### src/design/cell_irq_defs.svh
/*
  Register indices, field positions, reset values and bus constants of
  the cell interrupt block. Assumes a 32-bit AXI4-Lite slave in which
  register index N sits at byte address 4*N.
*/
`ifndef CELL_IRQ_DEFS_SVH
`define CELL_IRQ_DEFS_SVH

// ----------------------------------------------------------------------
// register indices (byte address = 4 * index)
// ----------------------------------------------------------------------
`define IDX_SUMMARY_EN   10'h001
`define IDX_MASK2        10'h025
`define IDX_MASK3        10'h026
`define IDX_MASK4        10'h027
`define IDX_TX_EN        10'h028
`define IDX_RX_EN        10'h029
`define IDX_TX_PEND      10'h02c
`define IDX_RX_PEND      10'h02d
`define IDX_PORT_EN      10'h201
`define IDX_MODE         10'h202
`define IDX_EVT_STATUS   10'h210
`define IDX_EVT_MASK     10'h211

// ----------------------------------------------------------------------
// field positions
// ----------------------------------------------------------------------
`define BIT_RX_SUMMARY   0
`define BIT_TX_SUMMARY   1
`define BIT_PORT_EN      0
`define BIT_PIN_EN       3
`define BIT_EVT_TX       0
`define BIT_EVT_RX       1

// ----------------------------------------------------------------------
// reset values and valid-bit masks
// ----------------------------------------------------------------------
`define RST_MASK         8'h00
`define RST_TX_EN        8'hfc
`define RST_RX_EN        8'hef
`define RST_CTRL         8'h00
`define TX_PEND_BITS     8'hf8
`define RX_PEND_BITS     8'hef
`define RX_DUAL_EDGE     8'h80

// ----------------------------------------------------------------------
// bus answers
// ----------------------------------------------------------------------
`define RESP_OKAY        2'b00
`define RESP_SLVERR      2'b10

`endif

### src/design/cell_irq_pkg.sv
/*
  Types shared by the cell interrupt block. Assumes the constants of
  cell_irq_defs.svh for all numbers.
*/
package cell_irq_pkg;

  // four header octets of a received cell, octet 1 first
  typedef struct packed {
    logic [7:0] octet1;
    logic [7:0] octet2;
    logic [7:0] octet3;
    logic [7:0] octet4;
  } cell_hdr_t;

  // transmit side status levels, in indication bit order 7 down to 3
  typedef struct packed {
    logic parity_err;
    logic cell_start_err;
    logic tx_overflow;
    logic rx_overflow;
    logic cell_sent;
  } tx_status_t;

endpackage

### src/design/cell_interrupt_enable_status.sv
/*
  Cell interface interrupt enables, transmit and receive indication
  registers, idle-cell header mask bytes for octets 2 to 4, and the
  host interrupt pin qualification, behind an AXI4-Lite slave.
  Assumes one clock, a synchronous active-low reset, and status levels
  and header words produced by logic on the same clock.
*/
// The AXI4-Lite interface to the registers was left to the implementer.
// Summary of operation
// - three RW mask bytes for idle header octets 2-4, reset zero
// - a set mask bit makes idle compare ignore that header bit
// - tx indication drives pin only with own, summary, port, pin enable
// - rx indication drives pin only with own, summary, port, pin enable
// - tx enable register bits 7..3 hold enables, reset to one
// - rx enable register bits 7..5 and 3..0 hold enables, reset one
// - tx indication bits 7..3 match enable bits; bits 1,0 read zero
// - tx indication sets only on enabled rising edge of status
// - reading tx indication returns latched bits then clears them
// - delineation loss sets on either edge, others rising; read clears
`timescale 1ns/10ps
`include "cell_irq_defs.svh"
module cell_interrupt_enable_status
  import cell_irq_pkg::*;
(
  // clock and reset
  input  wire logic        aclk,
  input  wire logic        aresetn,
  // axi4-lite write address
  input  wire logic        awvalid,
  output logic             awready,
  input  wire logic [11:0] awaddr,
  // axi4-lite write data
  input  wire logic        wvalid,
  output logic             wready,
  input  wire logic [31:0] wdata,
  input  wire logic [3:0]  wstrb,
  // axi4-lite write response
  output logic             bvalid,
  input  wire logic        bready,
  output logic      [1:0]  bresp,
  // axi4-lite read address
  input  wire logic        arvalid,
  output logic             arready,
  input  wire logic [11:0] araddr,
  // axi4-lite read data
  output logic             rvalid,
  input  wire logic        rready,
  output logic      [31:0] rdata,
  output logic      [1:0]  rresp,
  // cell status levels
  input  wire tx_status_t  tx_status,
  input  wire logic [7:0]  rx_status,
  // idle cell screening
  input  wire logic        hdr_valid,
  input  wire cell_hdr_t   rx_hdr,
  input  wire cell_hdr_t   idle_hdr,
  input  wire logic [7:0]  idle_mask_byte1,
  output logic             idle_match,
  // interrupts
  output logic             host_irq_n,
  output logic             irq
);

  // ----------------------------------------------------------------------
  // register storage
  // ----------------------------------------------------------------------
  logic [7:0] idle_mask_byte2_q;
  logic [7:0] idle_mask_byte3_q;
  logic [7:0] idle_mask_byte4_q;
  logic [7:0] tx_en_q;
  logic [7:0] rx_en_q;
  logic [7:0] summary_en_q;
  logic [7:0] port_en_q;
  logic [7:0] mode_q;
  logic [1:0] evt_status_q;
  logic [1:0] evt_mask_q;

  // ----------------------------------------------------------------------
  // bus handshake state
  // ----------------------------------------------------------------------
  logic        aw_held_q;
  logic        w_held_q;
  logic [9:0]  aw_idx_q;
  logic [7:0]  w_byte_q;
  logic        w_lane0_q;
  logic        bvalid_q;
  logic [1:0]  bresp_q;
  logic        rvalid_q;
  logic [31:0] rdata_q;
  logic [1:0]  rresp_q;

  // ----------------------------------------------------------------------
  // indication logic
  // ----------------------------------------------------------------------
  logic [7:0] tx_pend;
  logic [7:0] rx_pend;
  logic       tx_new;
  logic       rx_new;
  logic       tx_clr;
  logic       rx_clr;
  logic [7:0] tx_level;
  logic       do_write;
  logic       rd_take;
  logic [9:0] ar_idx;
  logic [7:0] rd_byte;
  logic       rd_hit;
  logic       pin_req;
  logic       idle_match_q;
  logic       host_irq_n_q;
  logic       irq_q;

  // ----------------------------------------------------------------------
  // write channel
  // ----------------------------------------------------------------------

  // each channel is taken on its own; both held completes the write
  assign awready  = !aw_held_q && !bvalid_q;
  assign wready   = !w_held_q && !bvalid_q;
  assign do_write = aw_held_q && w_held_q && !bvalid_q;

  // capture write address
  always_ff @(posedge aclk)
  begin
    if (!aresetn)
    begin
      aw_held_q <= 1'b0;
      aw_idx_q  <= 10'h000;
    end
    else if (awvalid && awready)
    begin
      aw_held_q <= 1'b1;
      aw_idx_q  <= awaddr[11:2];
    end
    else if (do_write)
      aw_held_q <= 1'b0;
  end

  // capture write data; only byte lane 0 carries register bits
  always_ff @(posedge aclk)
  begin
    if (!aresetn)
    begin
      w_held_q  <= 1'b0;
      w_byte_q  <= 8'h00;
      w_lane0_q <= 1'b0;
    end
    else if (wvalid && wready)
    begin
      w_held_q  <= 1'b1;
      w_byte_q  <= wdata[7:0];
      w_lane0_q <= wstrb[0];
    end
    else if (do_write)
      w_held_q <= 1'b0;
  end

  // write response; unmapped index answers slverr, no state changes
  always_ff @(posedge aclk)
  begin
    if (!aresetn)
    begin
      bvalid_q <= 1'b0;
      bresp_q  <= `RESP_OKAY;
    end
    else if (do_write)
    begin
      bvalid_q <= 1'b1;
      unique case (aw_idx_q)
        `IDX_SUMMARY_EN, `IDX_MASK2, `IDX_MASK3, `IDX_MASK4,
        `IDX_TX_EN, `IDX_RX_EN, `IDX_TX_PEND, `IDX_RX_PEND,
        `IDX_PORT_EN, `IDX_MODE, `IDX_EVT_STATUS, `IDX_EVT_MASK:
          bresp_q <= `RESP_OKAY;
        default:
          bresp_q <= `RESP_SLVERR;
      endcase
    end
    else if (bready)
      bvalid_q <= 1'b0;
  end

  assign bvalid = bvalid_q;
  assign bresp  = bresp_q;

  // ----------------------------------------------------------------------
  // read/write registers
  // ----------------------------------------------------------------------

  // idle mask bytes for header octets 2 to 4
  always_ff @(posedge aclk)
  begin
    if (!aresetn)
    begin
      idle_mask_byte2_q <= `RST_MASK;
      idle_mask_byte3_q <= `RST_MASK;
      idle_mask_byte4_q <= `RST_MASK;
    end
    else if (do_write && w_lane0_q)
    begin
      if (aw_idx_q == `IDX_MASK2)
        idle_mask_byte2_q <= w_byte_q;
      if (aw_idx_q == `IDX_MASK3)
        idle_mask_byte3_q <= w_byte_q;
      if (aw_idx_q == `IDX_MASK4)
        idle_mask_byte4_q <= w_byte_q;
    end
  end

  // cell interrupt enables; reserved bits stored as written so
  // software sees back what it put there
  always_ff @(posedge aclk)
  begin
    if (!aresetn)
    begin
      tx_en_q <= `RST_TX_EN;
      rx_en_q <= `RST_RX_EN;
    end
    else if (do_write && w_lane0_q)
    begin
      if (aw_idx_q == `IDX_TX_EN)
        tx_en_q <= w_byte_q;
      if (aw_idx_q == `IDX_RX_EN)
        rx_en_q <= w_byte_q;
    end
  end

  // summary, port and pin enables of this port
  always_ff @(posedge aclk)
  begin
    if (!aresetn)
    begin
      summary_en_q <= `RST_CTRL;
      port_en_q    <= `RST_CTRL;
      mode_q       <= `RST_CTRL;
    end
    else if (do_write && w_lane0_q)
    begin
      if (aw_idx_q == `IDX_SUMMARY_EN)
        summary_en_q <= w_byte_q;
      if (aw_idx_q == `IDX_PORT_EN)
        port_en_q <= w_byte_q;
      if (aw_idx_q == `IDX_MODE)
        mode_q <= w_byte_q;
    end
  end

  // event mask for the level irq output
  always_ff @(posedge aclk)
  begin
    if (!aresetn)
      evt_mask_q <= 2'b00;
    else if (do_write && w_lane0_q && aw_idx_q == `IDX_EVT_MASK)
      evt_mask_q <= w_byte_q[1:0];
  end

  // sticky events, write one to clear; a new event in the clearing
  // cycle wins so it is never lost
  always_ff @(posedge aclk)
  begin
    if (!aresetn)
      evt_status_q <= 2'b00;
    else
    begin
      if (do_write && w_lane0_q && aw_idx_q == `IDX_EVT_STATUS)
        evt_status_q[`BIT_EVT_TX] <= tx_new ||
          (evt_status_q[`BIT_EVT_TX] && !w_byte_q[`BIT_EVT_TX]);
      else
        evt_status_q[`BIT_EVT_TX] <= tx_new || evt_status_q[`BIT_EVT_TX];
      if (do_write && w_lane0_q && aw_idx_q == `IDX_EVT_STATUS)
        evt_status_q[`BIT_EVT_RX] <= rx_new ||
          (evt_status_q[`BIT_EVT_RX] && !w_byte_q[`BIT_EVT_RX]);
      else
        evt_status_q[`BIT_EVT_RX] <= rx_new || evt_status_q[`BIT_EVT_RX];
    end
  end

  // ----------------------------------------------------------------------
  // read channel
  // ----------------------------------------------------------------------

  // one read outstanding; a new address only once the data has gone
  assign arready = !rvalid_q;
  assign rd_take = arvalid && arready;
  assign ar_idx  = araddr[11:2];

  // read data selection
  always_comb
  begin
    rd_byte = 8'h00;
    rd_hit  = 1'b1;
    unique case (ar_idx)
      `IDX_SUMMARY_EN: rd_byte = summary_en_q;
      `IDX_MASK2:      rd_byte = idle_mask_byte2_q;
      `IDX_MASK3:      rd_byte = idle_mask_byte3_q;
      `IDX_MASK4:      rd_byte = idle_mask_byte4_q;
      `IDX_TX_EN:      rd_byte = tx_en_q;
      `IDX_RX_EN:      rd_byte = rx_en_q;
      `IDX_TX_PEND:    rd_byte = tx_pend & `TX_PEND_BITS;
      `IDX_RX_PEND:    rd_byte = rx_pend & `RX_PEND_BITS;
      `IDX_PORT_EN:    rd_byte = port_en_q;
      `IDX_MODE:       rd_byte = mode_q;
      `IDX_EVT_STATUS: rd_byte = {6'h00, evt_status_q};
      `IDX_EVT_MASK:   rd_byte = {6'h00, evt_mask_q};
      default:         rd_hit  = 1'b0;
    endcase
  end

  // registered read answer
  always_ff @(posedge aclk)
  begin
    if (!aresetn)
    begin
      rvalid_q <= 1'b0;
      rdata_q  <= 32'h0000_0000;
      rresp_q  <= `RESP_OKAY;
    end
    else if (rd_take)
    begin
      rvalid_q <= 1'b1;
      rdata_q  <= {24'h00_0000, rd_byte};
      rresp_q  <= rd_hit ? `RESP_OKAY : `RESP_SLVERR;
    end
    else if (rready)
      rvalid_q <= 1'b0;
  end

  assign rvalid = rvalid_q;
  assign rdata  = rdata_q;
  assign rresp  = rresp_q;

  // reading an indication register clears what was returned
  assign tx_clr = rd_take && ar_idx == `IDX_TX_PEND;
  assign rx_clr = rd_take && ar_idx == `IDX_RX_PEND;

  // ----------------------------------------------------------------------
  // indication registers
  // ----------------------------------------------------------------------

  // transmit status lines up on bits 7..3; bits 2..0 can never set
  assign tx_level = {tx_status, 3'b000};

  edge_latch #(
    .WIDTH (8),
    .DUAL  (8'h00)
  ) u_tx_pend (
    .aclk    (aclk),
    .aresetn (aresetn),
    .status  (tx_level),
    .enable  (tx_en_q & `TX_PEND_BITS),
    .clear   (tx_clr),
    .pend    (tx_pend),
    .any_set (tx_new)
  );

  // receive side; delineation loss fires on both edges
  edge_latch #(
    .WIDTH (8),
    .DUAL  (`RX_DUAL_EDGE)
  ) u_rx_pend (
    .aclk    (aclk),
    .aresetn (aresetn),
    .status  (rx_status),
    .enable  (rx_en_q & `RX_PEND_BITS),
    .clear   (rx_clr),
    .pend    (rx_pend),
    .any_set (rx_new)
  );

  // ----------------------------------------------------------------------
  // interrupt pin qualification
  // ----------------------------------------------------------------------

  // an enable cleared after a bit latched still withholds it from the pin
  assign pin_req = mode_q[`BIT_PIN_EN] && port_en_q[`BIT_PORT_EN] &&
    ((summary_en_q[`BIT_TX_SUMMARY] && |(tx_pend & tx_en_q &
      `TX_PEND_BITS)) ||
     (summary_en_q[`BIT_RX_SUMMARY] && |(rx_pend & rx_en_q &
      `RX_PEND_BITS)));

  // pins from flip-flops, so no glitch reaches the host
  always_ff @(posedge aclk)
  begin
    if (!aresetn)
    begin
      host_irq_n_q <= 1'b1;
      irq_q        <= 1'b0;
    end
    else
    begin
      host_irq_n_q <= !pin_req;
      irq_q        <= |(evt_status_q & evt_mask_q);
    end
  end

  assign host_irq_n = host_irq_n_q;
  assign irq        = irq_q;

  // ----------------------------------------------------------------------
  // idle cell screening
  // ----------------------------------------------------------------------

  // masked bits drop out of the compare, so either value matches
  always_ff @(posedge aclk)
  begin
    if (!aresetn)
      idle_match_q <= 1'b0;
    else
      idle_match_q <= hdr_valid &&
        (((rx_hdr ^ idle_hdr) &
          ~{idle_mask_byte1, idle_mask_byte2_q,
            idle_mask_byte3_q, idle_mask_byte4_q}) == 32'h0000_0000);
  end

  assign idle_match = idle_match_q;

endmodule // cell_interrupt_enable_status

### src/design/edge_latch.sv
/*
  Per-bit edge catcher with sticky pending bits, cleared by a one-cycle
  clear pulse. Assumes status levels come from logic on the same clock.
*/
`timescale 1ns/10ps
module edge_latch #(
  parameter int         WIDTH = 8,
  parameter [WIDTH-1:0] DUAL  = '0
) (
  // clock and reset
  input  wire logic             aclk,
  input  wire logic             aresetn,
  // status levels, enables and read clear
  input  wire logic [WIDTH-1:0] status,
  input  wire logic [WIDTH-1:0] enable,
  input  wire logic             clear,
  // sticky pending bits and new-set pulse
  output logic      [WIDTH-1:0] pend,
  output logic                  any_set
);

  logic [WIDTH-1:0] prev_q;
  logic [WIDTH-1:0] set;

  // one cell per bit: dual bits fire on any change, others on 0 to 1
  genvar i;
  generate
    for (i = 0; i < WIDTH; i++)
    begin : g_bit
      assign set[i] = enable[i] &
                      (DUAL[i] ? (status[i] ^ prev_q[i])
                               : (status[i] & ~prev_q[i]));
      always_ff @(posedge aclk)
      begin
        if (!aresetn)
          pend[i] <= 1'b0;
        else
          pend[i] <= (pend[i] & ~clear) | set[i];
      end
    end
  endgenerate

  // previous status for edge detection
  always_ff @(posedge aclk)
  begin
    if (!aresetn)
      prev_q <= '0;
    else
      prev_q <= status;
  end

  assign any_set = |set;

endmodule // edge_latch

### config.mk
export PLATFORM = sky130hd
export DESIGN_NAME = cell_interrupt_enable_status
export DESIGN_NICKNAME = d
export VERILOG_FILES = /design/src/design/cell_irq_pkg.sv /design/src/design/cell_interrupt_enable_status.sv /design/src/design/edge_latch.sv
export VERILOG_INCLUDE_DIRS = /design/src /design/src/design
export SDC_FILE = /design/constraint.sdc
export NUM_CORES = 1
export LEC_CHECK = 0
export ABC_AREA = 1
export BUFFER_PORTS_ARGS = -buffer_cell sky130_fd_sc_hd__buf_2
export CAP_MARGIN = 20
export CORE_MARGIN = 10
export CORE_UTILIZATION = 35
export CTS_BUF_LIST = sky130_fd_sc_hd__clkbuf_4 sky130_fd_sc_hd__clkbuf_8
export DETAILED_ROUTE_END_ITERATION = 10
export GPL_TIMING_DRIVEN = 0
export HOLD_SLACK_MARGIN = 0.03
export SLEW_MARGIN = 0
export SYNTH_ARGS = -nofsm -noshare
export SYNTH_HDL_FRONTEND = slang
export SYNTH_HIERARCHICAL = 1
export SYNTH_SLANG_ARGS = --single-unit
### constraint.sdc
create_clock -name aclk -period 2.87 [get_ports aclk]
set_input_delay 0.4305 -clock aclk [delete_from_list [all_inputs] [get_ports aclk]]
set_output_delay 0.4305 -clock aclk [all_outputs]
set_load 0.01 [all_outputs]
==> results of run 1 <==
layer usage:
| layer | vias up | global-route usage, % | routed length [um] |
|---|---|---|---|
| met5 | - | 0 | 0 |
| met2 | 242 | 26.3 | 9650 |
| met3 | 29 | 4.96 | 1900 |
| li1 | 3458 | - | - |
| met1 | 2937 | 24.1 | 10500 |
| met4 | 0 | 5.25 | 430 |
power by group through the flow:
stage | Sequential, mW | Clock [mW] | Combinational [mW]
CTS | 1.93 | 1.47 | 0.533
floorplan | 1.96 | 0 | 0.329
finish | 1.93 | 1.44 | 0.535
global route | 1.94 | 1.56 | 0.602
global placement | 1.97 | 0 | 0.528
detailed placement | 1.97 | 0 | 0.532
registers in the layout, indices dropped and copies added (netlist names), 5 cells and up:
name / cells
aw_idx_q: 10
u_tx_pend/prev_q: 8
rx_en_q: 8
w_byte_q: 8
u_tx_pend/pend: 5
u_rx_pend/pend: 7
u_rx_pend/prev_q: 8
tx_en_q: 8
idle_mask_byte4_q: 8
port_en_q: 8
idle_mask_byte3_q: 8
summary_en_q: 8
idle_mask_byte2_q: 8
mode_q: 8
rdata: 8
layout by cell type (no fill, tap or decap), types with 7 or more instances in the layout:
| cell | n |
|---|---|
| sky130_fd_sc_hd__o211ai_1 | 14 |
| sky130_fd_sc_hd__nand4_1 | 36 |
| sky130_fd_sc_hd__o21ai_0 | 72 |
| sky130_fd_sc_hd__nor2_1 | 117 |
| sky130_fd_sc_hd__nand3_1 | 58 |
| sky130_fd_sc_hd__buf_4 | 29 |
| sky130_fd_sc_hd__inv_1 | 101 |
| sky130_fd_sc_hd__nor3_1 | 7 |
| sky130_fd_sc_hd__clkbuf_8 | 20 |
| sky130_fd_sc_hd__buf_2 | 148 |
| sky130_fd_sc_hd__conb_1 | 36 |
| sky130_fd_sc_hd__xnor2_1 | 21 |
| sky130_fd_sc_hd__inv_2 | 7 |
| sky130_fd_sc_hd__o22ai_1 | 7 |
| sky130_fd_sc_hd__nand3_2 | 7 |
| sky130_fd_sc_hd__clkbuf_1 | 16 |
| sky130_fd_sc_hd__a21oi_1 | 78 |
| sky130_fd_sc_hd__nand2_1 | 171 |
| sky130_fd_sc_hd__a211oi_1 | 18 |
| sky130_fd_sc_hd__dfxtp_1 | 132 |
area by class of cell:
| type | instances | area, um^2 | share of cell area [%] |
|---|---|---|---|
| sequential | 132 | 2640 | 32.1 |
| inverter | 110 | 420 | 5.11 |
| tap | 260 | 325 | 3.95 |
| multi-input combinational | 680 | 3430 | 41.7 |
| clock buffer | 22 | 290 | 3.53 |
| timing repair buffer | 139 | 696 | 8.46 |
| buffer | 60 | 368 | 4.47 |
| clock inverter | 5 | 55.1 | 0.669 |
metrics by stage:
stage	hold WS (ns)	std cells	util, %	total power, mW	setup slack (ns)
finish	0.177	1408	43.7	3.91	0.997
global route	0.165	1408	43.7	4.10	0.807
CTS	0.154	1408	43.7	3.94	0.984
detailed placement	0.439	1381	41.8	2.51	0.617
global placement	0.434	1381	41.8	2.50	0.569
floorplan	0.397	982	-	2.29	1.33
worst register-to-register path: cells and delay by family, from the launching register on:
family	cells	cell delay, ns
and+or+nand+nor	5	1.00
AOI/OAI and AO/OA	1	0.08
DFF	1	0.31
buffers and inverters	1	0.34
worst min-delay path by stage:
| stage | startpoint | to | slack [ns] | depth (start not counted) |
|---|---|---|---|---|
| after floorplan | mode_q[3] | host_irq_n | 0.40 | 1 |
| after detailed placement | mode_q[2] | mode_q[2] | 0.44 | 2 |
| after global placement | port_en_q[2] | port_en_q[2] | 0.43 | 2 |
| final | rx_status[5] | u_rx_pend/prev_q[5] | 0.18 | 3 |
| after CTS | rx_status[5] | u_rx_pend/prev_q[5] | 0.15 | 3 |
| after global routing | rx_status[3] | u_rx_pend/prev_q[3] | 0.16 | 3 |
==> results.sh, run 1 <==
export IMPL_run_status="finished, final reports clean"
export IMPL_reg2reg_setup_slack_ns=1.0
export IMPL_initialDrtViolationCount=665
export IMPL_cp_required_ns=3.18
export IMPL_routabilityCongestion=0.927
export IMPL_dr_pass1_iters=5
export IMPL_switching_share_of_total_power_pct=27.5
export IMPL_worst_setup_path_type="reg2reg"
export IMPL_port_buffer_count=139
export IMPL_rsz0062_at_grt="no"
export IMPL_syn2layout_area_growth_pct=22.3
export IMPL_grt_first_pass_wirelength_mm=34.2
export IMPL_clock_tree_buffer_depth=2
export IMPL_skew_ns=0.0118
export IMPL_wl_per_cell_um=15.9
export IMPL_crit_path_frequent_cell="sky130_fd_sc_hd__nand2_1"
export IMPL_finalNetCount=1293
export IMPL_worst_path_max_fanout=10
export IMPL_worst_r2r_startpoint="aw_idx_q[9]"
export IMPL_post_route_period_util_pct=65.3
export IMPL_postRouteWirelength_mm=22.4
export IMPL_yosysWarningCount=6
export IMPL_postRouteAntennaNets=0
export IMPL_cpPeakStageDelay_ns=0.42
export IMPL_setup_viol=0
export IMPL_cts_hold_fix_buffers=0
export IMPL_die_height_um=159
export IMPL_post_cts_resized_instances=0
export IMPL_share_comb_of_total_power_pct=13.7
export IMPL_postSynthAreaPerCell_um2=7.10
export IMPL_placed_area_um2=7880
export IMPL_post_drt_via_cell_ratio=4.73
export IMPL_powerDensity_nw_per_um2=476
export IMPL_std_cell_core_area_um2=18800
export IMPL_cts_buffers_inserted=17
export IMPL_count_of_standard_cell_rows=50
export IMPL_p_leak_nw=3.82
export IMPL_finalCriticalPeriod_ns=1.87
export IMPL_cts_tree="yes"
export IMPL_floorplan_die_area_um2=25200
export IMPL_dp_hpwl_mm=17.8
export IMPL_relSlewSlack_pct=47.0
export IMPL_finalInstanceArea_um2=8230
export IMPL_final_layout_size_suffix_gt1_share_pct=21.5
export IMPL_ir_worst_vdd_uv=269
export IMPL_diodes=0
export IMPL_drv_max_cap_violation_count=0
export IMPL_final_hold_viol_count=0
export IMPL_clock_insertion_delay_worst_skew_ns=0.45
export IMPL_drt_drc_violations_left=0
export IMPL_levels_on_crit_path=7
export IMPL_grt_antenna_before_repair=0
export IMPL_post_synth_inst_count=947
export IMPL_worst_setup_path_start_kind="flip-flop"
export IMPL_htree_levels=4
export IMPL_timing_fmax_mhz=534
export IMPL_netSwitchingPower_mw=1.08
export IMPL_grt_pass1_vias=6339
export IMPL_power_frac_seq_pct=49.4
export IMPL_synthesis_area_um2=6730
export IMPL_buffers_plus_inverters_on_the_worst_setup_path=1
export IMPL_postCtsSetupRepairBufs=0
export IMPL_cts_root_buf="sky130_fd_sc_hd__clkbuf_8"
export IMPL_fillers=2021
export IMPL_total_negative_slack_ns=0
export IMPL_worstMarginPinSlew_ns=0.795
export IMPL_worstPathArrival_ns=2.18
export IMPL_timing_critical_path_cells="nor2_1, nand2_1, nor2_4, nand4_1, buf_2, nand2_1, o211ai_1"
export IMPL_grt_total_usage_pct=17.6
export IMPL_gr_total_overflow=0
export IMPL_clkSinkCount=132
export IMPL_timing_critical_path_to_type="flip-flop"
export IMPL_reg2regPathDepth=7
export IMPL_critPathTopFamily="simple AND/OR/NAND/NOR gates"
export IMPL_start_util_pct=35.7
export IMPL_slew_limit_fails=0
export IMPL_power_clock_fraction_pct=36.9
export IMPL_p_int_mw=2.84
export IMPL_r2r_end="tx_en_q[4]"
export IMPL_grt_start_max_net_pins=17
export IMPL_hold_path_class="in2reg"
export IMPL_die_width_um=159
export IMPL_worst_setup_endpoint="tx_en_q[4]"
export IMPL_startpoint="aw_idx_q[9]"
export IMPL_vias=6666
export IMPL_worst_path_clk_slew_ns=0.07
export IMPL_floorplan_io_pins=197
export IMPL_slowest_stage="sky130_fd_sc_hd__nand4_1"
(Power assumes the default switching activity.)
==> run 2, diff against run 1 <==
clock period = 1.54 ns   (was 2.87 ns; I/O delays follow)
==> results.sh, run 2 (synthesized netlist as in run 1, its figures left out) <==
export IMPL_run_status="complete, but fails checks"
export IMPL_violations="negative setup slack"
export IMPL_rsz0062_at_grt="yes"
export IMPL_worstPathArrival_ns=1.92
export IMPL_total_negative_slack_ns=-0.529
export IMPL_fillers=1933
export IMPL_timing_critical_path_to_type="flip-flop"
export IMPL_cts_buffers_inserted=17
export IMPL_count_of_standard_cell_rows=50
export IMPL_relSlewSlack_pct=46.2
export IMPL_grt_start_max_net_pins=17
export IMPL_grt_first_pass_wirelength_mm=35.4
export IMPL_mostFrequentLayoutCell="sky130_fd_sc_hd__nand2_1"
export IMPL_floorplan_die_area_um2=25200
export IMPL_dr_pass1_iters=5
export IMPL_finalNetCount=1350
export IMPL_post_route_period_util_pct=103
export IMPL_grt_pass1_vias=6627
export IMPL_timing_fmax_mhz=630
export IMPL_worstMarginPinSlew_ns=0.807
export IMPL_reg2regPathDepth=10
export IMPL_diodes=0
export IMPL_grt_antenna_before_repair=0
export IMPL_skew_ns=0.0143
export IMPL_syn2layout_area_growth_pct=35.4
export IMPL_registers_top_by_ff_count="aw_idx_q"
export IMPL_largest_register_ff_count=10
export IMPL_hold_path_class="in2reg"
export IMPL_finalCriticalPeriod_ns=1.59
export IMPL_routabilityCongestion=0.927
export IMPL_gr_total_overflow=0
export IMPL_hold_depth=3
export IMPL_initialDrtViolationCount=567
export IMPL_worst_path_clk_slew_ns=0.08
export IMPL_worst_setup_path_type="reg2reg"
export IMPL_p_leak_nw=4.19
export IMPL_worst_case_hold_path_end_point="aw_idx_q[5]"
export IMPL_port_buffer_count=139
export IMPL_worst_hold_startpoint="awaddr[7]"
export IMPL_worst_setup_path_start_kind="flip-flop"
export IMPL_floorplan_io_pins=197
export IMPL_final_layout_size_suffix_gt1_share_pct=29.8
export IMPL_clkSinkCount=132
export IMPL_cts_root_buf="sky130_fd_sc_hd__clkbuf_8"
export IMPL_drt_drc_violations_left=0
export IMPL_slew_limit_fails=0
export IMPL_die_height_um=159
export IMPL_ir_worst_vdd_uv=516
export IMPL_cp_required_ns=1.88
export IMPL_r2r_end="idle_mask_byte4_q[1]"
export IMPL_post_drt_via_cell_ratio=4.84
export IMPL_setup_viol=24
export IMPL_final_hold_viol_count=0
export IMPL_dp_hpwl_mm=17.8
export IMPL_final_core_utilization_pct=48.4
export IMPL_finalWorstSetupSlack_ns=-0.0465
export IMPL_postRouteAntennaNets=0
export IMPL_grt_total_usage_pct=18.2
export IMPL_powerDensity_nw_per_um2=820
export IMPL_reg2reg_setup_slack_ns=-0.05
export IMPL_htree_levels=4
export IMPL_cts_tree="yes"
export IMPL_worst_r2r_startpoint="w_held_q"
export IMPL_clock_tree_buffer_depth=2
export IMPL_worst_path_max_fanout=6
export IMPL_clock_insertion_delay_worst_skew_ns=0.46
export IMPL_start_util_pct=35.7
export IMPL_wl_per_cell_um=16.2
export IMPL_drv_max_cap_violation_count=0
export IMPL_postRouteWirelength_mm=23.8
export IMPL_vias=7089
export IMPL_layout_common_cells="sky130_fd_sc_hd__nand2_1, sky130_fd_sc_hd__buf_2, sky130_fd_sc_hd__dfxtp_1, sky130_fd_sc_hd__nor2_1, sky130_fd_sc_hd__inv_1"
export IMPL_std_cell_core_area_um2=18800
export IMPL_die_width_um=159
-- run 2: metal layers --
metal  up-vias  share of wire [%]  track usage [%]  wire length [um]
met1      3185                 45             24.3             10600
li1       3575                  -                -                 -
met5         -                  0                0                 0
met4         0                2.4             6.97               582
met3        41                9.0             5.07              2150
met2       288                 44             27.2             10500
-- run 2: worst max path at each step --
stage,startpoint,endpoint,slack [ns],depth (start not counted)
after floorplan,rvalid,u_rx_pend/pend[5],0.06,7
after global placement,aresetn,aw_idx_q[8],-0.56,5
after detailed placement,aresetn,aw_idx_q[8],-0.51,5
after CTS,aw_idx_q[8],idle_mask_byte4_q[3],-0.06,9
after global routing,w_held_q,idle_mask_byte4_q[4],-0.12,10
final,w_held_q,idle_mask_byte4_q[1],-0.05,10
-- run 2: cell type report --
| cell class | count | area (um^2) | share of cell area, % |
|---|---|---|---|
| buffer | 60 | 417 | 4.58 |
| clock buffer | 22 | 290 | 3.19 |
| clock inverter | 5 | 55.1 | 0.605 |
| inverter | 110 | 423 | 4.64 |
| multi-input combinational | 680 | 3700 | 40.6 |
| sequential | 132 | 2650 | 29.1 |
| tap | 260 | 325 | 3.57 |
| timing repair buffer | 196 | 1250 | 13.7 |
-- run 2: what timing repair did --
action,in CTS,in global routing
gates cloned,4,2
setup endpoints to repair,76,93
endpoints found under the hold margin,16,0
hold buffers,16,0
pin swaps,15,26
resized for setup,38,104
setup buffers,22,13
-- run 2: power breakdown --
| part | switching (mW) | internal [mW] | total [mW] | leakage [nW] |
|---|---|---|---|---|
| clock network | 1.32 | 1.39 | 2.71 | 0.175 |
| registers | 0.0914 | 3.53 | 3.62 | 1.08 |
| logic | 0.684 | 0.456 | 1.14 | 2.94 |
| total | 2.10 | 5.37 | 7.47 | 4.19 |
-- run 2: critical path: stages, from the launching register on --
cell	delay (ns)
sky130_fd_sc_hd__dfxtp_2	0.35
sky130_fd_sc_hd__nand2_2	0.07
sky130_fd_sc_hd__nor2_4	0.13
sky130_fd_sc_hd__inv_4	0.06
sky130_fd_sc_hd__nor2_8	0.13
sky130_fd_sc_hd__buf_12	0.12
sky130_fd_sc_hd__nand3_4	0.09
sky130_fd_sc_hd__nor3_4	0.17
sky130_fd_sc_hd__buf_6	0.16
sky130_fd_sc_hd__buf_8	0.13
sky130_fd_sc_hd__a21oi_2	0.05
-- run 2: per-stage QoR --
| stage | power (mW) | setup WS, ns | area (um^2) | std cells | hold slack, ns |
|---|---|---|---|---|---|
| floorplan | 4.27 | 0.0561 | 6860 | 982 | 0.324 |
| global placement | 4.66 | -0.561 | 7880 | 1381 | 0.425 |
| detailed placement | 4.67 | -0.513 | 7880 | 1381 | 0.431 |
| CTS | 7.42 | -0.0583 | 8700 | 1450 | 0.0368 |
| global route | 7.80 | -0.120 | 9110 | 1465 | 0.0392 |
| finish | 7.47 | -0.0465 | 9110 | 1465 | 0.0428 |
==> run 3, diff against run 2 <==
CORE_UTILIZATION = 45   (was 35)
PLACE_DENSITY = 0.73   (was default)
==> results.sh, run 3 (synthesized netlist as in run 1, its figures left out) <==
export IMPL_dp_hpwl_mm=17.0
export IMPL_start_util_pct=46.1
export IMPL_final_core_utilization_pct=61.6
export IMPL_postRouteWirelength_mm=23.0
export IMPL_syn2layout_area_growth_pct=33.5
export IMPL_postRouteAntennaNets=0
export IMPL_placed_area_um2=7780
export IMPL_clock_insertion_delay_worst_skew_ns=0.44
export IMPL_cp_required_ns=1.85
export IMPL_grt_total_usage_pct=21.1
export IMPL_worst_setup_path_start_kind="flip-flop"
export IMPL_grt_start_max_net_pins=17
export IMPL_gr_total_overflow=0
export IMPL_skew_ns=0.00844
export IMPL_detailedPlace_worstSlack_ns=-0.521
export IMPL_fillers=1346
export IMPL_slew_limit_fails=0
export IMPL_wl_per_cell_um=16.7
export IMPL_grt_first_pass_wirelength_mm=34.1
export IMPL_grt_pass1_vias=6604
export IMPL_clock_tree_buffer_depth=2
export IMPL_routabilityCongestion=0.953
export IMPL_htree_levels=4
export IMPL_design_power_total_mw=7.61
export IMPL_drt_drc_violations_left=0
export IMPL_powerDensity_nw_per_um2=847
export IMPL_floorplan_io_pins=197
export IMPL_cts_tree="yes"
export IMPL_worst_path_clk_slew_ns=0.07
export IMPL_run_status="complete, but fails checks"
export IMPL_worstPathArrival_ns=1.96
export IMPL_count_of_standard_cell_rows=44
export IMPL_floorplan_die_area_um2=20200
export IMPL_finalWorstSetupSlack_ns=-0.113
export IMPL_dr_pass1_iters=6
export IMPL_finalNetCount=1339
export IMPL_final_hold_viol_count=0
export IMPL_die_width_um=142
export IMPL_mostFrequentLayoutCell="sky130_fd_sc_hd__nand2_1"
export IMPL_timing_fmax_mhz=605
export IMPL_reg2regPathDepth=9
export IMPL_finalInstanceArea_um2=8980
export IMPL_cts_root_buf="sky130_fd_sc_hd__clkbuf_8"
export IMPL_finalCriticalPeriod_ns=1.65
export IMPL_drv_max_cap_violation_count=0
export IMPL_initialDrtViolationCount=682
export IMPL_finish_cell_count_without_fillers=1383
export IMPL_cts_buffers_inserted=17
export IMPL_worst_setup_path_type="reg2reg"
export IMPL_p_leak_nw=4.17
export IMPL_post_drt_via_cell_ratio=5.26
export IMPL_hold_path_class="in2reg"
export IMPL_grt_antenna_before_repair=1
export IMPL_largest_register_ff_count=10
export IMPL_hold_depth=3
export IMPL_ir_worst_vdd_uv=546
export IMPL_setup_viol=47
export IMPL_timing_critical_path_to_type="flip-flop"
export IMPL_total_negative_slack_ns=-1.90
export IMPL_port_buffer_count=139
export IMPL_relSlewSlack_pct=45.7
export IMPL_std_cell_core_area_um2=14600
export IMPL_vias=7279
export IMPL_rsz0062_at_grt="yes"
export IMPL_final_layout_size_suffix_gt1_share_pct=29.6
export IMPL_worst_path_max_fanout=5
export IMPL_clkSinkCount=132
export IMPL_worst_hold_slack_ns=0.0585
export IMPL_layout_common_cells="sky130_fd_sc_hd__nand2_1, sky130_fd_sc_hd__buf_2, sky130_fd_sc_hd__dfxtp_1, sky130_fd_sc_hd__nor2_1, sky130_fd_sc_hd__inv_1"
export IMPL_worstMarginPinSlew_ns=0.814
export IMPL_registers_top_by_ff_count="aw_idx_q"
export IMPL_violations="negative setup slack"
export IMPL_post_route_period_util_pct=107
export IMPL_dp_cells=1305
export IMPL_die_height_um=142
-- run 3: cell types whose count changed in the layout (fill, tap and decap cells not counted), moves of 3 or more --
| cell | previous run | this run |
|---|---|---|
| sky130_fd_sc_hd__a211oi_1 | 13 | 10 |
| sky130_fd_sc_hd__a211oi_2 | 7 | 10 |
| sky130_fd_sc_hd__a21oi_1 | 72 | 77 |
| sky130_fd_sc_hd__a21oi_2 | 11 | 6 |
| sky130_fd_sc_hd__buf_2 | 147 | 144 |
| sky130_fd_sc_hd__buf_4 | 51 | 44 |
| sky130_fd_sc_hd__clkbuf_4 | 2 | 6 |
| sky130_fd_sc_hd__dfxtp_1 | 125 | 128 |
| sky130_fd_sc_hd__o21ai_1 | 13 | 7 |
| sky130_fd_sc_hd__o21ai_2 | 10 | 15 |
-- run 3: report_power, final --
group | leakage (nW) | total, mW | switching, mW | internal (mW)
combinational | 2.89 | 1.13 | 0.682 | 0.450
sequential | 1.08 | 3.61 | 0.0876 | 3.53
clock | 0.204 | 2.86 | 1.27 | 1.59
-- run 3: what timing repair did --
item,in CTS,in global routing
endpoints found under the hold margin,16,0
pin swaps,13,24
resized for setup,34,102
cloned,1,2
endpoints found under the setup margin,79,89
hold buffers,16,0
setup buffers,16,11
-- run 3: layout make-up --
| class | count | area, um^2 | area share, % |
|---|---|---|---|
| antenna | 1 | 2.50 | 0.0279 |
| clock buffer | 28 | 348 | 3.87 |
| inverter | 110 | 420 | 4.68 |
| multi-input combinational | 680 | 3710 | 41.3 |
| clock inverter | 3 | 42.5 | 0.474 |
| timing repair buffer | 185 | 1160 | 13.0 |
| buffer | 60 | 419 | 4.67 |
| tap | 184 | 230 | 2.56 |
| sequential | 132 | 2650 | 29.5 |
-- run 3: worst paths after layout --
| path | start | to | slack, ns |
|---|---|---|---|
| hold reg to reg | port_en_q[0] | host_irq_n | 0.44 |
| hold / removal | awaddr[2] | aw_idx_q[0] | 0.06 |
| setup / recovery | aw_idx_q[6] | tx_en_q[0] | -0.11 |
| setup reg to reg | aw_idx_q[6] | tx_en_q[0] | -0.11 |
-- run 3: worst max-delay path, cell delays in order, from the launching register on --
cell and delay (ns):
sky130_fd_sc_hd__dfxtp_2 0.34, sky130_fd_sc_hd__nor2_4 0.17, sky130_fd_sc_hd__nand2_2 0.09, sky130_fd_sc_hd__nor2_4 0.22
sky130_fd_sc_hd__buf_6 0.14, sky130_fd_sc_hd__nand4_1 0.11, sky130_fd_sc_hd__buf_6 0.16, sky130_fd_sc_hd__buf_4 0.15
sky130_fd_sc_hd__nor2_2 0.08, sky130_fd_sc_hd__a211oi_1 0.05
-- run 3: routing by layer --
layer	up-vias	wire (um)	GRT usage (%)
met3	63	2430	8.04
met1	3270	9420	26.4
met4	0	833	8.61
met5	-	0	0
li1	3567	-	-
met2	379	10300	31.9
